<file path="src/logic/xpid_pkg.sv">
// Package for the extended pointer instruction decoder: opcodes, field layout, timing.
// Assumes a core that presents one instruction word per instruction cycle.
// How it works
// - Pointer add: add 6-bit literal to selected pointer, one cycle.
// - Pointer subtract: subtract 6-bit literal from selected pointer, one cycle.
// - Selector 11 means frame pointer with return, never a fourth pointer.
// - Frame add and return: add literal to frame pointer, return, two cycles.
// - Return variants load program counter from top of stack after pointer update.
// - Second cycle of return variants is a no-operation while target fetches.
// - Frame subtract and return: subtract literal, return through top of stack, two cycles.
// - Literal push: store 8-bit literal at frame pointer, decrement it, one cycle.
// - Call through working register: fixed opcode, two cycles.
// - Indexed moves: two words, two cycles, bit 7 picks absolute or indexed destination.
// - Call pushes next address; PC low from working register, upper bytes from latches.
// - Absolute move: source frame pointer plus 7-bit offset, destination 12-bit literal.
// - Indexed move reading an indirect-addressing register moves zero.
package xpid_pkg;
    localparam logic [7:0] XPID_OP_ADD = 8'he8;
    localparam logic [7:0] XPID_OP_SUB = 8'he9;
    localparam logic [7:0] XPID_OP_PUSH = 8'hea;
    localparam logic [7:0] XPID_OP_MOVE = 8'heb;
    localparam logic [15:0] XPID_OP_CALL_THROUGH_WORKING_REGISTER = 16'h0014;
    localparam logic [3:0] XPID_SECOND_PREFIX = 4'hf;
    localparam logic [1:0] XPID_SEL_FRAME = 2'h3;
    localparam int XPID_MOVE_SEL_BIT = 7;
    // Indirect-addressing registers sit in this window of the data space
    localparam logic [11:0] XPID_INDF_LO = 12'hfdb;
    localparam logic [11:0] XPID_INDF_HI = 12'hfef;
    localparam logic [11:0] XPID_PTR_RESET = 12'h000;
    localparam logic [20:0] XPID_PC_RESET = 21'h000000;

    typedef enum logic [1:0] {
        XPID_IDLE = 2'b00,
        XPID_NOP2 = 2'b01,
        XPID_MOVE2 = 2'b10
    } xpid_state_t;

    // One data-memory write request towards the datapath
    typedef struct packed {
        logic en;
        logic [11:0] addr;
        logic [7:0] data;
    } xpid_wr_t;
endpackage : xpid_pkg

</file>
<file path="src/logic/xpid_decode.sv">
// Extended pointer instruction decoder and executor.
// Assumes one instruction word per clock on instr_in with instr_valid_in, reads of data memory
// combinational via rd_addr_out / rd_data_in, and stack/PC owned by the core, driven from here by registered load, push and pop pulses.
// Assumes the core supplies the second word of a move on a later valid cycle and
// keeps return and call words away while busy_out is high.
`timescale 1ns/1ps
`default_nettype none
module xpid_decode
    import xpid_pkg::*;
(
    input wire logic mclk_in,
    input wire logic rst_in,
    input wire logic ext_enable_in,
    input wire logic instr_valid_in,
    input wire logic [15:0] instr_in,
    input wire logic [20:0] pc_in,
    input wire logic [20:0] tos_in,
    input wire logic [7:0] working_register_in,
    input wire logic [7:0] program_counter_high_latch_in,
    input wire logic [4:0] program_counter_upper_latch_in,
    input wire logic [7:0] rd_data_in,
    output logic [11:0] rd_addr_out,
    output logic [11:0] ptr0_out,
    output logic [11:0] ptr1_out,
    output logic [11:0] frame_ptr_out,
    output logic pc_load_out,
    output logic [20:0] pc_value_out,
    output logic stack_push_out,
    output logic [20:0] stack_push_data_out,
    output logic stack_pop_out,
    output xpid_wr_t mem_wr_out,
    output logic busy_out,
    output logic claimed_out
);
    // ************************************************************
    // Decode
    // ************************************************************
    xpid_state_t state;
    logic [11:0] ptr [3];
    logic [7:0] move_src_data;
    logic [7:0] hi;
    logic [1:0] sel;
    logic [5:0] lit6;
    logic is_add;
    logic is_sub;
    logic is_push;
    logic is_move;
    logic is_call_through_working_register;
    logic take;
    logic [11:0] src_addr;

    // Fields are sliced for every word; the is_ strobes decide whether they mean anything
    assign hi = instr_in[15:8];
    assign sel = instr_in[7:6];
    assign lit6 = instr_in[5:0];
    // Words offered while busy belong to the running instruction and are never decoded
    // With the extension off the core's standard decoder keeps every word
    assign take = instr_valid_in && ext_enable_in && (state == XPID_IDLE);
    assign is_add = take && (hi == XPID_OP_ADD);
    assign is_sub = take && (hi == XPID_OP_SUB);
    assign is_push = take && (hi == XPID_OP_PUSH);
    assign is_move = take && (hi == XPID_OP_MOVE);
    assign is_call_through_working_register = take && (instr_in == XPID_OP_CALL_THROUGH_WORKING_REGISTER);

    // ************************************************************
    // Handshake towards the core's own decoder
    // ************************************************************
    // Claimed tells the standard decoder to stand aside for this word
    assign claimed_out = is_add || is_sub || is_push || is_move || is_call_through_working_register;
    // Busy marks the second cycle, whose word is not decoded afresh
    assign busy_out = (state != XPID_IDLE);

    // Source for both moves: frame pointer plus 7-bit offset
    // The read port is combinational, so the core must answer in the same cycle
    assign src_addr = ptr[2] + {5'h00, instr_in[6:0]};
    assign rd_addr_out = src_addr;

    // ************************************************************
    // Sequencer
    // ************************************************************
    always_ff @(posedge mclk_in) begin
        if (rst_in) begin
            state <= XPID_IDLE;
        end else begin
            case (state)
                XPID_IDLE: begin
                    // Plain pointer ops and push finish in the decode cycle and stay here
                    if ((is_add || is_sub) && sel == XPID_SEL_FRAME) begin
                        state <= XPID_NOP2;
                    end else if (is_call_through_working_register) begin
                        state <= XPID_NOP2;
                    end else if (is_move) begin
                        state <= XPID_MOVE2;
                    end
                end
                // Second cycle is a no-operation while the new target is fetched
                XPID_NOP2: state <= XPID_IDLE;
                XPID_MOVE2: begin
                    // Waits for the second word; a core that never sends one stalls here
                    if (instr_valid_in) begin
                        state <= XPID_IDLE;
                    end
                end
                default: state <= XPID_IDLE;
            endcase
        end
    end

    // ************************************************************
    // Pointer file; selector 11 always means the frame pointer
    // ************************************************************
    // Selector 11 is folded onto entry 2, so only three entries ever exist
    always_ff @(posedge mclk_in) begin
        if (rst_in) begin
            ptr[0] <= XPID_PTR_RESET;
            ptr[1] <= XPID_PTR_RESET;
            ptr[2] <= XPID_PTR_RESET;
        end else if (is_add) begin
            if (sel == XPID_SEL_FRAME) begin
                ptr[2] <= ptr[2] + {6'h00, lit6};
            end else begin
                ptr[sel] <= ptr[sel] + {6'h00, lit6};
            end
        end else if (is_sub) begin
            if (sel == XPID_SEL_FRAME) begin
                ptr[2] <= ptr[2] - {6'h00, lit6};
            end else begin
                ptr[sel] <= ptr[sel] - {6'h00, lit6};
            end
        end else if (is_push) begin
            ptr[2] <= ptr[2] - 12'h001;
        end
    end

    // ************************************************************
    // Pointer outputs
    // ************************************************************
    // Registered values, so the core sees an update from the next cycle on
    assign ptr0_out = ptr[0];
    assign ptr1_out = ptr[1];
    assign frame_ptr_out = ptr[2];

    // ************************************************************
    // Program counter and return stack
    // ************************************************************
    // Frame pointer is written on the same edge, so the return is seen after the update
    // pc_value_out holds between loads; only pc_load_out marks a new target
    // No status flag is kept here, so none of these paths can alter one
    always_ff @(posedge mclk_in) begin
        if (rst_in) begin
            pc_load_out <= 1'b0;
            pc_value_out <= XPID_PC_RESET;
            stack_push_out <= 1'b0;
            stack_push_data_out <= XPID_PC_RESET;
            stack_pop_out <= 1'b0;
        end else begin
            pc_load_out <= 1'b0;
            stack_push_out <= 1'b0;
            stack_pop_out <= 1'b0;
            if ((is_add || is_sub) && sel == XPID_SEL_FRAME) begin
                pc_load_out <= 1'b1;
                pc_value_out <= tos_in;
                stack_pop_out <= 1'b1;
            end else if (is_call_through_working_register) begin
                stack_push_out <= 1'b1;
                stack_push_data_out <= pc_in + 21'h000002;
                pc_load_out <= 1'b1;
                pc_value_out <= {program_counter_upper_latch_in, program_counter_high_latch_in, working_register_in};
            end
        end
    end

    // ************************************************************
    // Data memory writes: push and the two moves
    // ************************************************************
    // Source byte is captured in the first word so a changing frame pointer cannot skew it
    // Reads in the indirect window give zero instead of following a pointer
    always_ff @(posedge mclk_in) begin
        if (rst_in) begin
            move_src_data <= 8'h00;
        end else if (is_move) begin
            if (src_addr >= XPID_INDF_LO && src_addr <= XPID_INDF_HI) begin
                move_src_data <= 8'h00;
            end else begin
                move_src_data <= rd_data_in;
            end
        end
    end

    // ************************************************************
    // Move bookkeeping
    // ************************************************************
    // First word kept so the second cycle knows which destination form applies
    logic [15:0] move_first;
    always_ff @(posedge mclk_in) begin
        if (rst_in) begin
            move_first <= 16'h0000;
        end else if (is_move) begin
            move_first <= instr_in;
        end
    end

    always_ff @(posedge mclk_in) begin
        if (rst_in) begin
            mem_wr_out <= '0;
        end else begin
            mem_wr_out <= '0;
            // Push writes at the old frame pointer while the decrement lands on the same edge
            // A second move word without the 1111 prefix ends the move but writes nothing
            if (is_push) begin
                mem_wr_out <= '{en: 1'b1, addr: ptr[2], data: instr_in[7:0]};
            end else if (state == XPID_MOVE2 && instr_valid_in
                         && instr_in[15:12] == XPID_SECOND_PREFIX) begin
                mem_wr_out.en <= 1'b1;
                mem_wr_out.data <= move_src_data;
                // Indexed form adds the offset to the frame pointer as it stands now
                if (move_first[XPID_MOVE_SEL_BIT]) begin
                    mem_wr_out.addr <= ptr[2] + {5'h00, instr_in[6:0]};
                end else begin
                    mem_wr_out.addr <= instr_in[11:0];
                end
            end
        end
    end
endmodule : xpid_decode
`default_nettype wire

</file>
<file path="config.mk">
export PLATFORM = sky130hd
export DESIGN_NAME = xpid_decode
export DESIGN_NICKNAME = d
export VERILOG_FILES = /design/src/logic/xpid_pkg.sv /design/src/logic/xpid_decode.sv
export SDC_FILE = /design/constraint.sdc
export NUM_CORES = 1
export LEC_CHECK = 0
export BUFFER_PORTS_ARGS = -buffer_cell sky130_fd_sc_hd__buf_2
export CORE_ASPECT_RATIO = 1.1
export CORE_MARGIN = 8
export CORE_UTILIZATION = 57
export DETAILED_ROUTE_END_ITERATION = 7
export GPL_ROUTABILITY_DRIVEN = 0
export HOLD_SLACK_MARGIN = 0.05
export PLACE_DENSITY = 0.92
export SETUP_SLACK_MARGIN = 0.5
export SYNTH_ARGS = -nofsm -noshare
export SYNTH_HDL_FRONTEND = slang
export SYNTH_SLANG_ARGS = --single-unit
</file>
<file path="constraint.sdc">
create_clock -name mclk_in -period 5.5 [get_ports mclk_in]
set_input_delay 0.55 -clock mclk_in [delete_from_list [all_inputs] [get_ports mclk_in]]
set_output_delay 0.55 -clock mclk_in [all_outputs]
set_load 0.005 [all_outputs]
</file>
; ---- Word-level counts from Yosys, hierarchy flattened
; Memories as Yosys holds them, arrays and structs flattened.
; Cells that the tools add are included.
[word_totals]
output_inout_bits = 116
n_memories = 1
ram_bits = 36
inputBits = 91
word_cells = 102
ff_bits = 84
[mem_list]
columns = name, words, width, rd, rd_clocked_by_memory_dff, wr, line_no
row1 = ptr, 3, 12, 4, 0, 3, xpid_decode.sv:39  ; logic [11:0] ptr [3];
[classes]
add_sub_neg = 7
reduce_logical = 22
muxes = 44
magnitude_cmp = 2
bitwise_logic = 5
eq_ne = 10
[ops]
columns = operator, count
row1 = $mux 21, 4
row2 = $mux 12, 6
row3 = $eq 8x8->1 const B, 4
row4 = $mux 1, 27
row5 = $add 12x6->12, 2
row6 = $sub 12x6->12, 2
row7 = $add 21x2->21 const B, 1
row8 = $eq 16x5->1 const B, 1
row9 = $add 12x7->12, 1
row10 = $ge 12x12->1 const B, 1
row11 = $le 12x12->1 const B, 1
row12 = $reduce_or 12->1, 1
row13 = $sub 12x1->12 const B, 1
row14 = $logic_and 1x1->1, 11
row15 = $mux 2, 5
row16 = $mux 8, 1
row17 = $eq 2x2->1 const B, 2
row18 = $eq 4x4->1 const B, 1
row19 = $logic_or 1x1->1, 4
row20 = $ne 4x3->1 const B, 1
row21 = $or 1x1->1, 4
row22 = $pmux 2 s2, 1
row23 = $reduce_and 2->1, 2
row24 = $reduce_bool 2->1, 2
row25 = other kinds (4), 4

; ---- Depth between registers and ports, before layout
[depth]
ltp_word = 10
depth_mapped = 17
depth_no_buf = 15

; ---- Worst setup path after synthesis
; No wires, ideal clock.
[synth_timing]
path_type = input to register
startpoint = in instr_in[7]
endpoint = mem ptr[0][8], data pin
setup_ps = 265
n_path_buf = 3
stages = 16
arrival_time_ps = 3565
slack_ps = 1670
t_required_ps = 5235
cell_sequence = clkbuf_1 and3b_1 nor2b_1 buf_2 and3b_1 clkbuf_1 mux2_1 nand2_1 fa_1 a211oi_1 nor2_1 o41ai_1 xor2_1 nor2_1 a21oi_1 nor2_1
[synth_lines]
columns = item, line_no
row1 = "start, declared", xpid_decode.sv:15  ; input wire logic [15:0] instr_in,
row2 = "end, declared", xpid_decode.sv:39

==> summary.txt <==
cts hold-fix bufs -> 0
WL final -> 21100 microns
via count -> 6522
status -> finished clean
Post-synth EDFFs -> 48
post-synthesis cell count -> 748
Post-Synth Simple-Gate Area -> 17.3%
syn_area_per_cell -> 9.44 sq um
Starting Density -> 58.4%
largest family of logic cells by synthesized area -> simple AND/OR/NAND/NOR gates
complex-gate fraction of the synthesized area -> 15.8%
Max-cap violations -> 0
TritonCTS Buffers -> 17
mux share of post-synthesis cell area -> 7.81%
register clock-pin slew on the reported worst setup and hold paths -> 0.05 ns
Reg2Reg Depth -> 14
final critical-path share of the clock period -> 73.3%
Ys Warns -> 0
first-pass GRT wire length -> 33000 microns
TritonCTS clock tree -> done
share of layout cells above drive strength 1 -> 27.3%
Reg2Reg Launch Point -> state[1]
required time worst endpoint -> 5.63 ns
drt first pass iters -> 6
Final Instance Count excl. Fillers -> 1114
postcts setup bufs -> 0
WS Path Type -> reg2reg
max-slew violations -> 0
vias per std cell -> 5.85
Starting DRT DRC Count -> 501
Setup crit start kind -> flip-flop
largest net degree at the start of global routing -> 64
leading cell type in the layout, fill and taps excluded -> buf_2
IO Port Bufs -> 206
area growth from synthesis to layout -> 24.0%
Global Route Usage Sum -> 25.7%
Final Hold Violating Endpoints -> 0
post_cts resized -> 0
Cell Area, Synth -> 0.00706 sq mm
total DRC errors in the routed layout -> 0
final setup violating endpoints -> 0
total core area -> 0.0121 sq mm
unique cell type count in the Yosys netlist -> 69
flops & latches, synth -> 125
vias in the first global route -> 6658
WL/cell -> 19.0 microns
worst hold stages -> 3
Worst Hold End -> pc_value_out[1]
Ports -> 207
fin crit period -> 4.03 ns
Nets -> 1073
r2r endpoint -> ptr[1][8]
H-tree levels -> 4
Crit. End Element -> flip-flop
FILL cells -> 926
dominant synthesized flop cell -> dfxtp_1
Async SR Flop Fraction -> 0%
Sink Count -> 125
Root Buffer -> clkbuf_16
Max Fclk -> 0.248 GHz
Critical Path Fanout Max -> 12
most frequent cells in the layout -> buf_2 (206), nor2_1 (108), dfxtp_1 (77), nand2_1 (71), edfxtp_1 (48)
die area -> 0.0162 sq mm
HP Class -> in2reg
num rows -> 42
RSZ-0062 raised after global routing -> false
area share of xor/xnor cells in the synthesized design -> 6.56%
final setup TNS -> 0 ns
Pwr Density -> 272 mW/mm^2
die height -> 133 microns
initial antenna violation count -> 0
clk_lat worst skew -> 0.41 ns
total power draw -> 2380 uW
Post-DP HPWL -> 15800 microns
Post-Synth Adder-Cell Area -> 6.52%
Slew @ Worst Pin -> 1.10 ns
Worst R2R Setup Slack -> 1.47 ns
post-layout util -> 72.5%
Max VDD drop -> 0.269 mV
relative slew slack -> 26.7%
sequential area share after synthesis -> 42.2%
Max clock buf depth -> 2
Layout Skew -> 0.0125 ns
ANT nets after route -> 0
P_leak -> 0.00386 uW
HP Start -> tos_in[1]
Die W -> 122 microns
ant diodes -> 0
Inst Count DP -> 1082
gr ovfl total -> 0
arrival time at the worst endpoint -> 4.17 ns
metrics by stage:
step                      hold WS, ns  area (sq um)  setup WS, ns
final                           0.346          8760          1.47
after global routing            0.343          8760          1.22
after CTS                       0.320          8760          1.57
after detailed placement        0.443          8200          1.18
after global placement          0.438          8200          1.32
after floorplan                 0.424          7100          1.67
routing by layer:
metal | vias to the layer above | GRT usage (%) | part of all wire (%)
met4 | 0 | 12.0 | 3.5
met1 | 3031 | 26.8 | 35
met2 | 360 | 44.0 | 50
met5 | - | 0 | 0
li1 | 3071 | - | -
met3 | 60 | 10.3 | 11
state kept, by name, summed over array words and instances (netlist names):
name,cells
mem_wr_out,21
move_first,1
move_src_data,8
pc_load_out,1
pc_value_out,21
ptr,48
stack_pop_out,1
stack_push_data_out,21
stack_push_out,1
state,2
worst max-delay path by stage:
stage,to,depth (start not counted),slack (ns),start
4_1_cts,ptr[1][8],14,1.57,state[1]
3_3_place_gp,ptr[2][8],15,1.32,instr_in[12]
5_1_grt,ptr[1][8],14,1.22,state[1]
6_report,ptr[1][8],14,1.47,state[1]
2_1_floorplan,ptr[0][8],16,1.67,instr_in[7]
3_5_place_dp,ptr[2][8],15,1.18,instr_in[12]
Yosys cell counts (3+ instances only):
| master | n | area, sq um |
|---|---|---|
| nand2b_1 | 9 | 56.3 |
| a21o_1 | 3 | 22.5 |
| fa_1 | 3 | 60.1 |
| o31ai_1 | 5 | 37.5 |
| or2_1 | 5 | 31.3 |
| and3_1 | 5 | 31.3 |
| nor2b_1 | 4 | 25.0 |
| xor2_1 | 28 | 245 |
| nand2_1 | 71 | 267 |
| dfxtp_1 | 77 | 1540 |
| and2_1 | 3 | 18.8 |
| mux4_2 | 12 | 270 |
| o21a_1 | 11 | 82.6 |
| o22ai_1 | 5 | 31.3 |
| a22oi_1 | 21 | 158 |
| nand4_1 | 3 | 18.8 |
| o21ai_1 | 21 | 105 |
| buf_2 | 7 | 35.0 |
| nand3b_1 | 3 | 22.5 |
| nor4_1 | 3 | 18.8 |
| ha_1 | 32 | 400 |
| nor3_1 | 13 | 65.1 |
| inv_1 | 23 | 86.3 |
| a211oi_1 | 28 | 210 |
| o21ai_0 | 10 | 50.1 |
| a21oi_1 | 38 | 190 |
| buf_1 | 3 | 11.3 |
| a22o_1 | 6 | 52.6 |
| xnor2_1 | 23 | 201 |
| nor2_1 | 109 | 409 |
| mux2i_1 | 27 | 270 |
| clkbuf_1 | 30 | 113 |
| edfxtp_1 | 48 | 1440 |
| nand3_1 | 17 | 85.1 |
logic make-up after synthesis:
group,count (synthesis)
AO/OA/AOI/OAI,166
XOR/XNOR,52
adder cells (fa/ha/maj),35
buffers and inverters,66
flip-flops,125
multiplexers,40
other,1
AND/OR/NAND/NOR,263
layout make-up:
cell class / count / area, sq um / area share, %
Inverter: 24 / 90.1 / 1.03
Multi-Input combinational cell: 568 / 3870 / 44.2
Clock inverter: 6 / 57.6 / 0.657
Sequential cell: 125 / 2980 / 34.1
Tap cell: 154 / 193 / 2.20
Timing Repair Buffer: 211 / 1070 / 12.2
Clock buffer: 26 / 499 / 5.70
power by group:
part	internal [uW]	switching [uW]	leakage [uW]
logic	141	190	0.00247
registers	982	13.8	0.00111
clock network	668	386	0.000279
worst max-delay path, stage by stage, from the launching register on:
cell and delay, ns:
dfxtp_1 0.33, nor2_1 0.24, and4b_1 0.47, nand2_1 0.35, nand2_1 0.17, ha_1 0.19, inv_1 0.06, fa_1 0.42
a211oi_1 0.23, nor2_1 0.11, o41ai_1 0.58, xor2_1 0.20, nor2_1 0.06, a21oi_1 0.26, nor2_1 0.08
Power figures use the tool's default switching activity.
